File: src/inc/kel_pkg.sv
// Purpose: Shared constants for the keyboard emulation status and control port block
// Assumes: Byte-wide legacy I/O port bus and a 32-bit memory-space register port
// Notes: Offsets and bit positions for the two registers and the decoded I/O ports
package kes_pkg;
  // Memory-space offset of the emulation status register
  localparam logic [11:0] KES_STS_OFF = 12'h10c;
  // Legacy I/O ports
  localparam logic [15:0] KES_IO_DATA = 16'h0060;
  localparam logic [15:0] KES_IO_CMD = 16'h0064;
  localparam logic [15:0] KES_IO_PORT = 16'h0092;
  // Command that opens the address-bit-20 sequence
  localparam logic [7:0] KES_CMD_A20 = 8'hd1;
  // Status bit positions
  localparam int KES_B_OUTF = 0;
  localparam int KES_B_INF = 1;
  localparam int KES_B_FLAG = 2;
  localparam int KES_B_CMD = 3;
  localparam int KES_B_INH = 4;
  localparam int KES_B_AUX = 5;
  localparam int KES_B_TMO = 6;
  localparam int KES_B_PAR = 7;
  // Control port bit positions
  localparam int KES_P_RST = 0;
  localparam int KES_P_A20 = 1;
  // Reset values
  localparam logic [7:0] KES_STS_RST = 8'h00;
  localparam logic [7:0] KES_PORT_RST = 8'h00;
endpackage

File: src/core/kel_status_port.sv
// Purpose: Emulation status register and system control port of the keyboard emulation logic
// Assumes: One clock, synchronous reset; I/O and memory strobes are one-cycle pulses
// Notes: I/O read data is combinational from the stored bits; memory access has no side effects
`timescale 1ns/100ps
`default_nettype none
module kes_status_port (
  input wire logic clk_i,
  input wire logic srst_i,
  // Legacy I/O port access
  input wire logic io_rd_i,
  input wire logic io_wr_i,
  input wire logic [15:0] io_addr_i,
  input wire logic [7:0] io_wdata_i,
  output logic [7:0] io_rdata_o,
  output logic io_claim_o,
  output logic io_to_lpc_o,
  // Memory-space register access
  input wire logic mem_rd_i,
  input wire logic mem_wr_i,
  input wire logic [11:0] mem_addr_i,
  input wire logic [31:0] mem_wdata_i,
  output logic [31:0] mem_rdata_o,
  // Control bits held elsewhere
  input wire logic emulation_on_i,
  input wire logic legacy_irq_enable_i,
  input wire logic char_waiting_event_enable_i,
  input wire logic control_port_enable_i,
  input wire logic smi_a20_enable_i,
  input wire logic smi_reset_enable_i,
  input wire logic keyboard_not_locked_i,
  // Outputs
  output logic keyboard_irq_line_o,
  output logic mouse_irq_line_o,
  output logic emulation_event_o,
  output logic sys_mgmt_interrupt_o,
  output logic soft_reset_request_o,
  output logic addr20_gate_o,
  output logic addr20_sequence_active_o
);
  import kes_pkg::*;

  logic [7:0] sts_r, sts_nxt;
  logic a20_gate_r, a20_gate_nxt;
  logic a20_seq_r, a20_seq_nxt;
  logic smi_r, smi_nxt;
  logic srr_r, srr_nxt;
  logic [31:0] mem_rdata_r;
  logic kbd_in_r1, kbd_in_r2;

  // Access decode
  wire emu_io = emulation_on_i;
  wire io_dat = (io_addr_i == KES_IO_DATA) && emu_io;
  wire io_cmd = (io_addr_i == KES_IO_CMD) && emu_io;
  wire io_prt = (io_addr_i == KES_IO_PORT);
  wire wr_dat = io_wr_i && io_dat;
  wire wr_cmd = io_wr_i && io_cmd;
  wire rd_dat = io_rd_i && io_dat;
  wire prt_hit = io_prt && control_port_enable_i;
  wire wr_prt = io_wr_i && prt_hit;
  wire mem_sel = (mem_addr_i == KES_STS_OFF);
  wire mem_wr = mem_wr_i && mem_sel;
  wire a20_data_wr = wr_dat && a20_seq_r;
  wire [7:0] sts_view = {sts_r[7:5], kbd_in_r2, sts_r[3:0]};

  // Keyboard inhibit switch comes from a pin: two-flop synchroniser
  always_ff @(posedge clk_i) begin
    if (srst_i) begin
      kbd_in_r1 <= 1'b0;
      kbd_in_r2 <= 1'b0;
    end else begin
      kbd_in_r1 <= keyboard_not_locked_i;
      kbd_in_r2 <= kbd_in_r1;
    end
  end

  // Status next state; memory write has lowest priority against hardware sets
  always_comb begin
    sts_nxt = sts_r;
    if (mem_wr) begin
      sts_nxt = mem_wdata_i[7:0];
    end
    if (wr_dat) begin
      sts_nxt[KES_B_CMD] = 1'b0;
    end
    if (wr_cmd) begin
      sts_nxt[KES_B_CMD] = 1'b1;
    end
    if ((wr_dat && !a20_seq_r) || wr_cmd) begin
      sts_nxt[KES_B_INF] = 1'b1;
    end
    if (rd_dat && !(mem_wr && mem_wdata_i[KES_B_OUTF])) begin
      sts_nxt[KES_B_OUTF] = 1'b0;
    end
    // Bit 4 is never stored; reads show the synchronised switch instead
    sts_nxt[KES_B_INH] = 1'b0;
  end

  // A20 sequence flag and control port
  always_comb begin
    a20_seq_nxt = a20_seq_r;
    if (wr_cmd) begin
      a20_seq_nxt = (io_wdata_i == KES_CMD_A20);
    end
    a20_gate_nxt = a20_gate_r;
    if (wr_prt) begin
      a20_gate_nxt = io_wdata_i[KES_P_A20];
    end
    smi_nxt = (wr_prt && (io_wdata_i[KES_P_A20] != a20_gate_r) && smi_a20_enable_i);
    srr_nxt = wr_prt && io_wdata_i[KES_P_RST] && smi_reset_enable_i;
  end

  // State registers
  always_ff @(posedge clk_i) begin
    if (srst_i) begin
      sts_r <= KES_STS_RST;
      a20_gate_r <= KES_PORT_RST[KES_P_A20];
      a20_seq_r <= 1'b0;
      smi_r <= 1'b0;
      srr_r <= 1'b0;
    end else begin
      sts_r <= sts_nxt;
      a20_gate_r <= a20_gate_nxt;
      a20_seq_r <= a20_seq_nxt;
      smi_r <= smi_nxt;
      srr_r <= srr_nxt;
    end
  end

  // Memory read data, registered one cycle after the strobe
  always_ff @(posedge clk_i) begin
    if (srst_i) begin
      mem_rdata_r <= 32'h0000_0000;
    end else if (mem_rd_i) begin
      mem_rdata_r <= mem_sel ? {24'h00_0000, sts_view} : 32'h0000_0000;
    end
  end

  // I/O read data: status on 064h, port with reset bit reading zero
  assign io_rdata_o = io_cmd ? sts_view :
                      prt_hit ? {6'h00, a20_gate_r, 1'b0} : 8'h00;
  assign io_claim_o = io_cmd || prt_hit;
  assign io_to_lpc_o = io_prt && !control_port_enable_i;
  assign mem_rdata_o = mem_rdata_r;

  // Interrupt outputs
  wire irq_ok = emu_io && legacy_irq_enable_i && sts_r[KES_B_OUTF];
  assign keyboard_irq_line_o = irq_ok && !sts_r[KES_B_AUX];
  assign mouse_irq_line_o = irq_ok && sts_r[KES_B_AUX];
  assign emulation_event_o = emu_io && (sts_r[KES_B_INF] ||
                             (!sts_r[KES_B_OUTF] && char_waiting_event_enable_i));
  assign sys_mgmt_interrupt_o = smi_r;
  assign soft_reset_request_o = srr_r;
  assign addr20_gate_o = a20_gate_r;
  assign addr20_sequence_active_o = a20_seq_r;

  // Checks: flag updates caused by legacy I/O accesses
  property p_cmd_sets;
    @(posedge clk_i) disable iff (srst_i) wr_cmd |=> sts_r[KES_B_CMD] && sts_r[KES_B_INF];
  endproperty
  a_cmd_sets: assert property (p_cmd_sets) else $error("cmd write flags wrong");
  property p_dat_clr;
    @(posedge clk_i) disable iff (srst_i) wr_dat |=> !sts_r[KES_B_CMD];
  endproperty
  a_dat_clr: assert property (p_dat_clr) else $error("data write kept cmd bit");
  property p_a20_seq;
    @(posedge clk_i) disable iff (srst_i) a20_data_wr && !mem_wr |=> $stable(sts_r[KES_B_INF]);
  endproperty
  a_a20_seq: assert property (p_a20_seq) else $error("A20 data set input full");
  property p_outf_clr;
    @(posedge clk_i) disable iff (srst_i) rd_dat && !mem_wr |=> !sts_r[KES_B_OUTF];
  endproperty
  a_outf_clr: assert property (p_outf_clr) else $error("output full not cleared");

  // Checks: bits 7:5 and 2 move, input full clears and output full sets only on a direct write
  property p_par;
    @(posedge clk_i) disable iff (srst_i) !mem_wr |=> $stable(sts_r[7:5]);
  endproperty
  a_par: assert property (p_par) else $error("sw-only bits changed");
  property p_flag;
    @(posedge clk_i) disable iff (srst_i) !mem_wr |=> $stable(sts_r[KES_B_FLAG]);
  endproperty
  a_flag: assert property (p_flag) else $error("software flag changed");
  property p_inf_hold;
    @(posedge clk_i) disable iff (srst_i) sts_r[KES_B_INF] && !mem_wr |=> sts_r[KES_B_INF];
  endproperty
  a_inf_hold: assert property (p_inf_hold) else $error("input full lost");
  property p_outf_hold;
    @(posedge clk_i) disable iff (srst_i) !sts_r[KES_B_OUTF] && !mem_wr |=> !sts_r[KES_B_OUTF];
  endproperty
  a_outf_hold: assert property (p_outf_hold) else $error("output full set by hw");

  // Checks: a lone direct write stores the byte except bit 4 and nothing else
  property p_mem_only;
    @(posedge clk_i) disable iff (srst_i)
      mem_wr && !wr_dat && !wr_cmd && !rd_dat |=> sts_r == ($past(mem_wdata_i[7:0]) & 8'hef);
  endproperty
  a_mem_only: assert property (p_mem_only) else $error("direct write not stored");
  property p_no_side;
    @(posedge clk_i) disable iff (srst_i) mem_wr_i && !io_wr_i |=> !smi_r && !srr_r;
  endproperty
  a_no_side: assert property (p_no_side) else $error("direct write had side effect");
  property p_memrd_hi;
    @(posedge clk_i) disable iff (srst_i) mem_rdata_o[31:8] == 24'h00_0000;
  endproperty
  a_memrd_hi: assert property (p_memrd_hi) else $error("reserved status bits set");

  // Checks: I/O read data and routing
  property p_cmd_rd;
    @(posedge clk_i) disable iff (srst_i) io_cmd |-> io_rdata_o == sts_view;
  endproperty
  a_cmd_rd: assert property (p_cmd_rd) else $error("status read data wrong");
  property p_prt_rd;
    @(posedge clk_i) disable iff (srst_i)
      prt_hit |-> io_rdata_o[7:2] == 6'h00 && !io_rdata_o[0];
  endproperty
  a_prt_rd: assert property (p_prt_rd) else $error("port reserved bits set");
  property p_lpc;
    @(posedge clk_i) disable iff (srst_i) io_to_lpc_o |-> !io_claim_o;
  endproperty
  a_lpc: assert property (p_lpc) else $error("port claimed and forwarded");

  // Checks: sequence flag
  property p_seq;
    @(posedge clk_i) disable iff (srst_i) wr_cmd && io_wdata_i == KES_CMD_A20 |=> a20_seq_r;
  endproperty
  a_seq: assert property (p_seq) else $error("A20 sequence not set");
  property p_seq_clr;
    @(posedge clk_i) disable iff (srst_i) wr_cmd && io_wdata_i != KES_CMD_A20 |=> !a20_seq_r;
  endproperty
  a_seq_clr: assert property (p_seq_clr) else $error("A20 sequence not cleared");

  // Checks: interrupt pulses from the control port
  property p_smi;
    @(posedge clk_i) disable iff (srst_i)
      wr_prt && (io_wdata_i[KES_P_A20] != a20_gate_r) && smi_a20_enable_i |=> smi_r;
  endproperty
  a_smi: assert property (p_smi) else $error("no SMI on gate change");
  property p_smi_src;
    @(posedge clk_i) disable iff (srst_i) sys_mgmt_interrupt_o |-> $past(wr_prt);
  endproperty
  a_smi_src: assert property (p_smi_src) else $error("stray SMI");
  property p_rst;
    @(posedge clk_i) disable iff (srst_i) soft_reset_request_o |-> $past(wr_prt);
  endproperty
  a_rst: assert property (p_rst) else $error("stray soft reset");
  property p_rst_en;
    @(posedge clk_i) disable iff (srst_i) soft_reset_request_o |-> $past(smi_reset_enable_i);
  endproperty
  a_rst_en: assert property (p_rst_en) else $error("soft reset while disabled");

  // Checks: interrupt and event levels
  property p_irq;
    @(posedge clk_i) disable iff (srst_i) !(keyboard_irq_line_o && mouse_irq_line_o);
  endproperty
  a_irq: assert property (p_irq) else $error("both irqs high");
  property p_kbd;
    @(posedge clk_i) disable iff (srst_i)
      emulation_on_i && legacy_irq_enable_i && sts_r[KES_B_OUTF] && !sts_r[KES_B_AUX]
      |-> keyboard_irq_line_o;
  endproperty
  a_kbd: assert property (p_kbd) else $error("keyboard irq missing");
  property p_mouse;
    @(posedge clk_i) disable iff (srst_i)
      emulation_on_i && legacy_irq_enable_i && sts_r[KES_B_OUTF] && sts_r[KES_B_AUX]
      |-> mouse_irq_line_o;
  endproperty
  a_mouse: assert property (p_mouse) else $error("mouse irq missing");
  property p_ev_inf;
    @(posedge clk_i) disable iff (srst_i) emulation_on_i && sts_r[KES_B_INF] |-> emulation_event_o;
  endproperty
  a_ev_inf: assert property (p_ev_inf) else $error("event missing on input full");
  property p_ev_chr;
    @(posedge clk_i) disable iff (srst_i)
      emulation_on_i && !sts_r[KES_B_OUTF] && char_waiting_event_enable_i |-> emulation_event_o;
  endproperty
  a_ev_chr: assert property (p_ev_chr) else $error("event missing on char wait");
  property p_off;
    @(posedge clk_i) disable iff (srst_i)
      !emulation_on_i |-> !keyboard_irq_line_o && !mouse_irq_line_o && !emulation_event_o;
  endproperty
  a_off: assert property (p_off) else $error("activity with emulation off");

  // Main scenarios
  c_cmd: cover property (@(posedge clk_i) wr_cmd);
  c_seq: cover property (@(posedge clk_i) a20_seq_r ##1 a20_data_wr);
  c_smi: cover property (@(posedge clk_i) smi_r);
  c_mouse: cover property (@(posedge clk_i) mouse_irq_line_o);
  c_srr: cover property (@(posedge clk_i) srr_r);
endmodule
`default_nettype wire

File: config.mk
export PLATFORM = sky130hd
export DESIGN_NAME = kes_status_port
export DESIGN_NICKNAME = d
export VERILOG_FILES = /design/src/inc/kel_pkg.sv /design/src/core/kel_status_port.sv
export SDC_FILE = /design/constraint.sdc
export NUM_CORES = 1
export LEC_CHECK = 0
export BUFFER_PORTS_ARGS = -buffer_cell sky130_fd_sc_hd__buf_2
export CORE_ASPECT_RATIO = 1.25
export CORE_MARGIN = 10
export CORE_UTILIZATION = 34
export DETAILED_ROUTE_END_ITERATION = 6
export PLACE_DENSITY = 0.79
export SLEW_MARGIN = 20
export SYNTH_ARGS = -nofsm -noshare
export SYNTH_HDL_FRONTEND = slang
export SYNTH_SLANG_ARGS = --single-unit
export TNS_END_PERCENT = 20
File: constraint.sdc
create_clock -name clk_i -period 2 [get_ports clk_i]
set_input_delay 0.4 -clock clk_i [delete_from_list [all_inputs] [get_ports clk_i]]
set_output_delay 0.4 -clock clk_i [all_outputs]
set_load 0.02 [all_outputs]
==> results of run 1 <==
[layer usage]
| layer | GRT usage (%) | routed length (um) |
|---|---|---|
| met1 | 12.05 | 1426 |
| met2 | 20.36 | 1979 |
| met3 | 5.721 | 483 |
| met4 | 2.768 | 10 |
| met5 | 0 | 0 |
[flip-flops by register name, summed over array words and instances (netlist names)]
| name | count |
|---|---|
| sys_mgmt_interrupt_o | 1 |
| kbd_in_r1 | 1 |
| soft_reset_request_o | 1 |
| kbd_in_r2 | 1 |
| addr20_gate_o | 1 |
| sts_r | 7 |
| mem_rdata_o | 8 |
| addr20_sequence_active_o | 1 |
[cells by family after synthesis]
logic type	Yosys count	synth area share, %
other	1	0.3112
AND/OR/NAND/NOR	54	29.49
flip-flops	21	34.89
buffers and inverters	35	18.38
XOR/XNOR	1	0.7270
AO/OA/AOI/OAI	19	11.22
multiplexers	6	4.985
[area by class of cell]
| type | count | area share (%) |
|---|---|---|
| multi-input cells | 104 | 40.43 |
| repair buffers | 88 | 27.50 |
| flip-flops and latches | 21 | 25.11 |
| well taps | 39 | 2.915 |
| clock buffers | 4 | 2.691 |
| inverters | 6 | 1.345 |
[power breakdown]
group          internal [uW]  total (uW)  switching, uW  leakage, uW
clock                    141         269            127    0.0000228
combinational           52.8         139           86.1     0.000667
sequential               420         420          0.464     0.000169
total                    614         828            214     0.000859
[stage by stage]
| stage | util, % | TNS [ns] | std cells |
|---|---|---|---|
| 3_5_place_dp | 46.38 | 0 | 258 |
| 3_3_place_gp | 46.38 | 0 | 258 |
| 5_1_grt | 48.48 | -0.04203 | 262 |
| 6_report | 48.48 | 0 | 262 |
| 4_1_cts | 47.68 | 0 | 262 |
| 2_1_floorplan | - | 0 | 160 |
[worst min-delay path by stage]
stage / cells past startpoint / start / endpoint / slack (ns)
after floorplan: 1 / kbd_in_r1$_SDFF_PP0_ / kbd_in_r2$_SDFF_PP0_ / 0.41
after global placement: 1 / kbd_in_r1$_SDFF_PP0_ / kbd_in_r2$_SDFF_PP0_ / 0.42
after detailed placement: 1 / kbd_in_r1$_SDFF_PP0_ / kbd_in_r2$_SDFF_PP0_ / 0.43
after CTS: 2 / keyboard_not_locked_i / kbd_in_r1$_SDFF_PP0_ / 0.35
after global routing: 2 / keyboard_not_locked_i / kbd_in_r1$_SDFF_PP0_ / 0.37
final: 2 / keyboard_not_locked_i / kbd_in_r1$_SDFF_PP0_ / 0.35
[cells in the mapped netlist]
cell type and instances:
and4b_1 1, nor4bb_1 3, buf_4 24, and4_1 2, nor4b_1 3, a31o_2 2, nand3_1 4, clkinv_1 1
nand4_1 1, or4b_1 2, nor3_1 1, conb_1 1, nand4b_1 1, nor4_2 1, and3_1 7, nand2b_1 2
and2_1 1, a21oi_1 6, nor2b_1 4, nor4_4 1, nor2_1 13, mux2i_1 6, a22oi_1 8, nor4_1 2
dfxtp_1 21, xnor2_1 1, clkbuf_1 5, a21o_1 1, a32o_1 1, nand2_1 4, a311o_1 1, or4b_4 1
inv_1 5
[timing repair]
action                     4_1_cts  5_1_grt
resized for setup                0        4
setup endpoints to repair        0        9
hold endpoints to repair         0        0
==> metrics.md, run 1 <==
| Metric | Value |
|---|---|
| Die H | `86.56 um` |
| Max Slew Vio Count | `0` |
| Critical path class | `input port to primary output` |
| Antenna violations before repair | `0` |
| Dpl ws | `slightly below 0.03 ns` |
| Via count | `~1200` |
| Reg2reg start | `sts_r[0]$_SDFFE_PP0P_` |
| Area leader, netlist | `dfxtp_1` |
| Post-route setup slack | `0.05879 ns` |
| Tmin final | `1.941 ns` |
| Multi-input gate area | `slightly below 700 um2` |
| Initial Util | `between 30% and 40%` |
| First-pass GRT wire length | `about 6100 um` |
| # setup viols final | `0` |
| Max IR drop VDD | `between 0.3 and 0.4 mV` |
| Flop and latch count out of synthesis | `21` |
| FF+latch area | `420.4 um2` |
| YS warnings | `0` |
| Worst path slowest cell | `nor4bb_1` |
| Top post-synthesis cells by area | `dfxtp_1 (35%), buf_4 (15%), mux2i_1 (5.0%)` |
| Initial DRT Pass Iterations | `4` |
| Post-Route WL | `roughly 3900 um` |
| Worst stage delay on the critical path | `a little under 0.3 ns` |
| Hold buffers post-CTS | `0` |
| Die width | `roughly 73 um` |
| Most frequent cells in the layout | `buf_2 (80), conb_1 (24), dfxtp_1 (21), nor2_1 (13)` |
| CTS Sinks | `21` |
| CP top delay family | `simple AND/OR/NAND/NOR gates` |
| Nets | `slightly above 300` |
| Most used cell, CP | `buf_2` |
| Arr. time, crit path | `1.54 ns` |
| Outcome | `completed` |
| Period utilisation layout | `between 90% and 100%` |
| Fmax | `between 0.5 and 0.6 GHz` |
| Post-synthesis average cell area | `slightly below 9 um2` |
| MaxCap Viol Count | `0` |
| Vias in the first global route | `between 1000 and 1500` |
| Core area | `between 3000 and 4000 um2` |
| Synth top area share | `34.89%` |
| Worst-path cell chain | `buf_2 -> nor4bb_1 -> and4_1 -> buf_4 -> and3_1 -> buf_2` |
| CP Max Fanout | `6` |
| DRC | `0` |
| P_leak | `between 0.0008 and 0.0009 uW` |
| Postcts setup bufs | `0` |
| WP depth | `6` |
| Layout area overhead | `38.94%` |
| GR Util All Layers | `11.66%` |
| Vias per std cell | `4.698` |
| Sequential area share after synthesis | `34.89%` |
| FILL cells | `358` |
| Row cnt | `24` |
| Final hold slack | `about 0.35 ns` |
| Commonest non-fill, non-tap cell in the layout | `buf_2` |
| Mapped Area | `1205 um2` |
| Initial DRC Count | `24` |
| Clock buffer depth | `2` |
| Share of cells above drive strength 1 | `around 44%` |
| H-tree lvl count | `1` |
| Final GP Congestion | `~0.7` |
| CTS tree | `done` |
| Buf/Inv on CP | `3` |
| Reg2Reg Depth | `3` |
| CTS buffer count | `3` |
| Setup crit start | `io_addr_i[4]` |
| Worst skew pair latency | `approximately 0.25 ns` |
| Antenna Cells | `0` |
| Tot Pwr | `between 800 and 900 uW` |
| CP Capture Type | `primary output` |
| Reg clk slew, reported paths | `approximately 0.07 ns` |
| Worst EP required | `between 1.5 and 2 ns` |
| I/O pin cnt | `130` |
| Grt ovf | `0` |
| IO buf count | `80` |
| Reg-to-reg slack, setup | `between 1 and 1.5 ns` |
| CP Launch Type | `input port` |
| Gate Count Post-Synth | `137` |
| Cell variety after synth | `33` |
| Critical Path End | `io_rdata_o[3]` |
| Antenna-violating nets left | `0` |
| Pwr Density | `between 400 and 500 nW/um2` |
| HPWL Detailed | `3337 um` |
| Hold Vio Cnt, Final | `0` |
| Fin area | `1674 um2` |
| Root buffer cell | `clkbuf_8` |
| FF-to-FF End | `sts_r[0]$_SDFFE_PP0P_` |
| Die area | `about 6300 um2` |
| Placed inst area | `between 1500 and 2000 um2` |
| Maximum number of pins on one net before global-route repair | `23` |
| WL/cell | `~15 um` |
| Hold Path Class | `input port to flip-flop` |
| Clock skew | `about 0.0009 ns` |
No activity file was read; power rests on OpenSTA's default activity.
==> run 2: changes to the inputs <==
CORE_UTILIZATION = 31   (was 34)
PLACE_DENSITY = 0.76   (was 0.79)
clock period = 1.61 ns   (was 2 ns; I/O delays follow)
==> run 2 against run 1 <==
Compared with the run above: the run now ends with negative setup slack left; count of clock-buffer cells in the layout shrank 1; largest power group unchanged; critical path depth is the same; cell area rose by 15%; cell count rose by 3.8%.
==> metrics.md, run 2 (synthesis gave the netlist of run 1 again) <==
| Metric | Value |
|---|---|
| Antenna Cells | `0 (unchanged)` |
| CP Capture Type | `primary output (unchanged)` |
| Period utilisation layout | `106.5%` |
| Die H | `89.71 um (was 86.56 um)` |
| Hold Path Class | `input port to flip-flop (unchanged)` |
| Initial DRC Count | `66 (was 24)` |
| Clock skew | `0.002711 ns (was 0.0009184 ns)` |
| Fin area | `1927 um2 (was 1674 um2)` |
| MaxCap Viol Count | `0 (unchanged)` |
| Initial DRT Pass Iterations | `4 (unchanged)` |
| CP Launch Type | `input port (unchanged)` |
| Most used cell, CP | `buf_6 (was buf_2)` |
| Placed cell count | `265 (was 258)` |
| Hold Vio Cnt, Final | `0 (unchanged)` |
| Final cell count without fillers | `272 (was 262)` |
| Max reg flops | `8 (unchanged)` |
| Hold buffers post-CTS | `0 (unchanged)` |
| Final GP Congestion | `0.6714 (was 0.7123)` |
| CTS tree | `done (unchanged)` |
| Via count | `1259 (was 1231)` |
| Layout area overhead | `59.92% (was 38.94%)` |
| Antenna-violating nets left | `0 (unchanged)` |
| I/O pin cnt | `130 (unchanged)` |
| Fmax | `slightly below 0.6 GHz` |
| Worst-path cell chain | `buf_6 -> nor4_4 -> and4_4 -> buf_6 -> and3_4 -> buf_6 (was buf_2 -> nor4bb_1 -> and4_1 -> buf_4 -> and3_1 -> buf_2)` |
| CP top delay family | `simple AND/OR/NAND/NOR gates (unchanged)` |
| Die width | `75.76 um (was 73.25 um)` |
| IO buf count | `80 (unchanged)` |
| Antenna violations before repair | `0 (unchanged)` |
| Die area | `6796 um2 (was 6340 um2)` |
| CP Max Fanout | `4 (was 6)` |
| Worst skew pair latency | `0.25 ns (about the same)` |
| Worst path slowest cell | `and4_4 (was nor4bb_1)` |
| Pwr Density | `549.6 nW/um2 (was 494.4 nW/um2)` |
| First-pass GRT wire length | `6361 um (was 6127 um)` |
| # setup viols final | `10 (was 0)` |
| Row cnt | `25 (was 24)` |
| Worst stage delay on the critical path | `0.30 ns (was 0.29 ns)` |
| Grt ovf | `0 (unchanged)` |
| Reg clk slew, reported paths | `0.07 ns (about the same)` |
| FF-to-FF End | `sts_r[0]$_SDFFE_PP0P_ (unchanged)` |
| Nets | `314 (was 305)` |
| Worst Hold End | `kbd_in_r1$_SDFF_PP0_ (unchanged)` |
| Initial Util | `32.10% (was 34.89%)` |
| Tmin final | `1.714 ns` |
| Unrepaired setup endpoints after global routing | `true` |
| Worst EP required | `1.29 ns (was 1.60 ns)` |
| Reg2reg start | `sts_r[0]$_SDFFE_PP0P_ (unchanged)` |
| Post-Route WL | `4216 um (was 3900 um)` |
| Post-route setup TNS | `-0.8742 ns (was 0 ns)` |
| FF+latch area | `420.4 um2 (unchanged)` |
| Tot Pwr | `1059 uW (was 827.6 uW)` |
| Vias in the first global route | `1298 (was 1343)` |
| Max IR drop VDD | `0.4424 mV (was 0.3636 mV)` |
| Worst hold stages | `2 (unchanged)` |
| FILL cells | `385 (was 358)` |
| Clock buffer depth | `2 (unchanged)` |
| Post-route setup slack | `-0.1045 ns (was 0.05879 ns)` |
| Placed inst area | `1652 um2 (was 1602 um2)` |
| HPWL Detailed | `3325 um (was 3337 um)` |
| H-tree lvl count | `1 (unchanged)` |
| CTS buffer count | `3 (unchanged)` |
| Multi-input gate area | `747.0 um2 (was 676.9 um2)` |
| WL/cell | `15.50 um (was 14.89 um)` |
| Share of cells above drive strength 1 | `51.72% (was 44.39%)` |
| Max Slew Vio Count | `0 (unchanged)` |
| P_leak | `0.0009486 uW (was 0.0008594 uW)` |
| Reg-to-reg slack, setup | `0.73 ns (was 1.11 ns)` |
| Critical path class | `input port to primary output (unchanged)` |
| Maximum number of pins on one net before global-route repair | `23 (unchanged)` |
| Commonest non-fill, non-tap cell in the layout | `buf_2 (unchanged)` |
| GR Util All Layers | `11.65% (was 11.66%)` |
| Reg2Reg Depth | `3 (unchanged)` |
| Core area | `3754 um2 (was 3453 um2)` |
| Hold path start | `keyboard_not_locked_i (unchanged)` |
| CTS Sinks | `21 (unchanged)` |
| Outcome | `finished with violations (was completed)` |
| Buf/Inv on CP | `3 (unchanged)` |
| DRC | `0 (unchanged)` |
| Most frequent cells in the layout | `buf_2 (62), conb_1 (24), dfxtp_1 (21), buf_6 (18), buf_4 (17) (was buf_2 (80), conb_1 (24), dfxtp_1 (21), nor2_1 (13))` |
| Violations in the final reports | `negative setup slack` |
| Arr. time, crit path | `1.39 ns (was 1.54 ns)` |
| Root buffer cell | `clkbuf_8 (unchanged)` |
| Vias per std cell | `4.629 (was 4.698)` |
-- run 2: layer usage --
layer / vias to the layer above / track usage [%] / wire length, um
met3: 6 / 5.171 / 418
met1: 565 / 11.82 / 1445
met5: - / 0 / 0
met2: 57 / 20.53 / 2296
li1: 631 / - / -
met4: 0 / 3.106 / 56
-- run 2: timing repair --
action	CTS	global route
pin swaps	5	8
buffers inserted	0	3
endpoints found under the setup margin	10	14
gates resized for setup	31	15
-- run 2: final cells by class --
cell class / instances / area share, %
clock inverter: 1 / 0.2597
clock buffer: 3 / 2.143
tap: 40 / 2.597
inverter: 6 / 1.169
timing repair buffer: 97 / 33.25
multi-input combinational: 104 / 38.77
sequential: 21 / 21.82
-- run 2: worst max path at each step --
stage                     depth (start not counted)                    end     startpoint
after floorplan                                   4  sts_r[1]$_SDFFE_PP0P_  mem_addr_i[1]
after global placement                            6  sts_r[3]$_SDFFE_PP0P_  mem_addr_i[1]
after detailed placement                          6          io_rdata_o[4]  io_addr_i[10]
after CTS                                         6          io_rdata_o[4]   io_addr_i[7]
after global routing                              6          io_rdata_o[0]   io_addr_i[0]
final                                             6          io_rdata_o[7]   io_addr_i[9]
-- run 2: metrics by stage --
stage               setup slack (ns)  utilization [%]  hold slack [ns]
finish                       -0.1045            51.33           0.2729
global route                 -0.1504            51.33           0.2786
CTS                          -0.1136            48.73           0.2637
detailed placement           -0.2478            44.00           0.4204
global placement             -0.2418            44.00           0.4215
floorplan                    -0.2023                -           0.3977
-- run 2: where the power goes --
group | leakage (uW) | total [uW] | switching, uW | internal, uW
clock network | 0.0000255 | 331 | 159 | 172
logic | 0.000754 | 206 | 116 | 89.8
registers | 0.000169 | 522 | 0.740 | 521
total | 0.000949 | 1060 | 276 | 783
==> run 3: changes to the inputs <==
CORE_UTILIZATION = 37   (was 31)
PLACE_DENSITY = 0.85   (was 0.76)
clock period = 2.03 ns   (was 1.61 ns; I/O delays follow)
==> run 3 against run 2 <==
Compared with the run above: first-iteration DRC count down 33%; flip-flop and latch count unchanged; sequential power down 21%; largest power group unchanged; worst hold slack better by 0.082 ns; critical path type unchanged; cell count down 5.1%; the flow now finishes without violations; core utilization up 0.64 points; register-to-register slack better by 0.41 ns.
==> metrics.md, run 3 (synthesis gave the netlist of run 1 again) <==
| Metric | Value |
|---|---|
| Post_cts resized | `0 (was 31)` |
| Seq pwr share | `50.5% (was 49.3%)` |
| Pwr Density | `498.3 nW/um2 (was 549.6 nW/um2)` |
| Tmin final | `1.923 ns` |
| Internal power | `602.7 uW (was 783.1 uW)` |
| Grt ovf | `0 (unchanged)` |
| IO buf count | `80 (unchanged)` |
| Psw | `217.1 uW (was 276.0 uW)` |
| Comb power frac | `16.2% (was 19.4%)` |
| FILL cells | `326 (was 385)` |
| Max reg flops | `8 (unchanged)` |
| Period utilisation layout | `94.73%` |
| Hold Path Class | `input port to flip-flop (unchanged)` |
| Postcts setup bufs | `0 (unchanged)` |
| Critical path class | `input port to primary output (unchanged)` |
| Dpl ws | `0.07135 ns (was -0.2478 ns)` |
| Vias in the first global route | `1288 (was 1298)` |
| Arr. time, crit path | `1.52 ns (was 1.39 ns)` |
| Maximum number of pins on one net before global-route repair | `23 (unchanged)` |
| Core area | `3166 um2 (was 3754 um2)` |
| CP Launch Type | `input port (unchanged)` |
| Via count | `1214 (was 1259)` |
| Unrepaired setup endpoints after global routing | `false (was true)` |
| Vias per std cell | `4.705 (was 4.629)` |
| Reg clk slew, reported paths | `0.07 ns (about the same)` |
| DRC | `0 (unchanged)` |
| Layout area overhead | `36.55% (was 59.92%)` |
| P_leak | `0.0008445 uW (was 0.0009486 uW)` |
| Commonest non-fill, non-tap cell in the layout | `buf_2 (unchanged)` |
| Initial Util | `38.06% (was 32.10%)` |
| Hold Vio Cnt, Final | `0 (unchanged)` |
| CTS buffer count | `3 (unchanged)` |
| I/O pin cnt | `130 (unchanged)` |
| Final GP Congestion | `0.7355 (was 0.6714)` |
| Post-route setup slack | `0.1070 ns (was -0.1045 ns)` |
| HPWL Detailed | `3236 um (was 3325 um)` |
| Hold buffers post-CTS | `0 (unchanged)` |
| Die area | `5953 um2 (was 6796 um2)` |
| Worst skew pair latency | `0.26 ns (was 0.25 ns)` |
| Initial DRT Pass Iterations | `4 (unchanged)` |
| Worst hold stages | `2 (unchanged)` |
| Row cnt | `23 (was 25)` |
| Clock skew | `0.004009 ns (was 0.002711 ns)` |
| CTS tree | `done (unchanged)` |
| MaxCap Viol Count | `0 (unchanged)` |
| GR Util All Layers | `11.90% (was 11.65%)` |
| Post-Route WL | `3768 um (was 4216 um)` |
| CTS Sinks | `21 (unchanged)` |
| Die H | `83.80 um (was 89.71 um)` |
| Max Slew Vio Count | `0 (unchanged)` |
| WL/cell | `14.60 um (was 15.50 um)` |
| Antenna violations before repair | `0 (unchanged)` |
| Most frequent cells in the layout | `buf_2 (80), conb_1 (24), dfxtp_1 (21), nor2_1 (13), a22oi_1 (8) (was buf_2 (62), conb_1 (24), dfxtp_1 (21), buf_6 (18), buf_4 (17))` |
| Reg2Reg Depth | `3 (unchanged)` |
| Root buffer cell | `clkbuf_8 (unchanged)` |
| Die width | `71.04 um (was 75.76 um)` |
| Clock power share | `33.3% (was 31.3%)` |
| Post-route setup TNS | `0 ns (was -0.8742 ns)` |
| CP Max Fanout | `7 (was 4)` |
| Clock buffer depth | `2 (unchanged)` |
| CP Capture Type | `primary output (unchanged)` |
| First-pass GRT wire length | `6009 um (was 6361 um)` |
| Max IR drop VDD | `0.3992 mV (was 0.4424 mV)` |
| Antenna-violating nets left | `0 (unchanged)` |
| Initial DRC Count | `44 (was 66)` |
| Switching part of the total | `26.48% (was 26.06%)` |
| Nets | `303 (was 314)` |
| Antenna Cells | `0 (unchanged)` |
| H-tree lvl count | `1 (unchanged)` |
| Worst EP required | `1.62 ns (was 1.29 ns)` |
| # setup viols final | `0 (was 10)` |
| Fmax | `about 0.52 GHz` |
| Outcome | `completed (was finished with violations)` |
| Share of cells above drive strength 1 | `43.89% (was 51.72%)` |
-- run 3: power groups by stage --
stage	Clock, uW	Combinational [uW]	Sequential [uW]
after floorplan	0	101	423
after global placement	0	125	424
after detailed placement	0	128	424
after CTS	278	128	414
after global routing	304	145	414
final	273	133	414
-- run 3: critical path, cell delays in order --
cell and delay [ns]:
buf_2 0.11, nor4_2 0.28, and4_1 0.26, buf_4 0.15, and3_1 0.15, buf_2 0.16
-- run 3: layout make-up --
| cell class | count | area (um2) | share of cell area (%) |
|---|---|---|---|
| clock buffers | 3 | 41.29 | 2.510 |
| clock inverters | 1 | 7.507 | 0.4563 |
| inverters | 6 | 22.52 | 1.369 |
| multi-input cells | 104 | 661.9 | 40.23 |
| flip-flops and latches | 21 | 420.4 | 25.55 |
| well taps | 37 | 46.29 | 2.814 |
| repair buffers | 86 | 445.4 | 27.07 |
-- run 3: layer usage --
layer | global-route usage (%) | share of wire [%] | vias up
li1 | - | - | 609
met1 | 11.42 | 36 | 541
met2 | 21.33 | 51 | 60
met3 | 7.024 | 12 | 4
met4 | 2.116 | 0.56 | 0
met5 | 0 | 0 | -
-- run 3: worst paths after layout --
path | startpoint | end | slack (ns)
worst max-delay path | io_addr_i[3] | io_rdata_o[4] | 0.11
worst min-delay path | keyboard_not_locked_i | kbd_in_r1$_SDFF_PP0_ | 0.35
worst max register to register | sts_r[0]$_SDFFE_PP0P_ | sts_r[0]$_SDFFE_PP0P_ | 1.14
worst min register to register | kbd_in_r1$_SDFF_PP0_ | kbd_in_r2$_SDFF_PP0_ | 0.44
-- run 3: per-stage QoR --
step | instances | hold WS, ns | power, uW | cell area [um2] | utilization [%]
after floorplan | 160 | 0.4138 | 524.3 | 1291 | -
after global placement | 254 | 0.4203 | 549.0 | 1584 | 50.04
after detailed placement | 254 | 0.4265 | 551.6 | 1584 | 50.04
after CTS | 258 | 0.3600 | 820.0 | 1633 | 51.58
after global routing | 258 | 0.3613 | 863.2 | 1645 | 51.98
final | 258 | 0.3548 | 819.8 | 1645 | 51.98
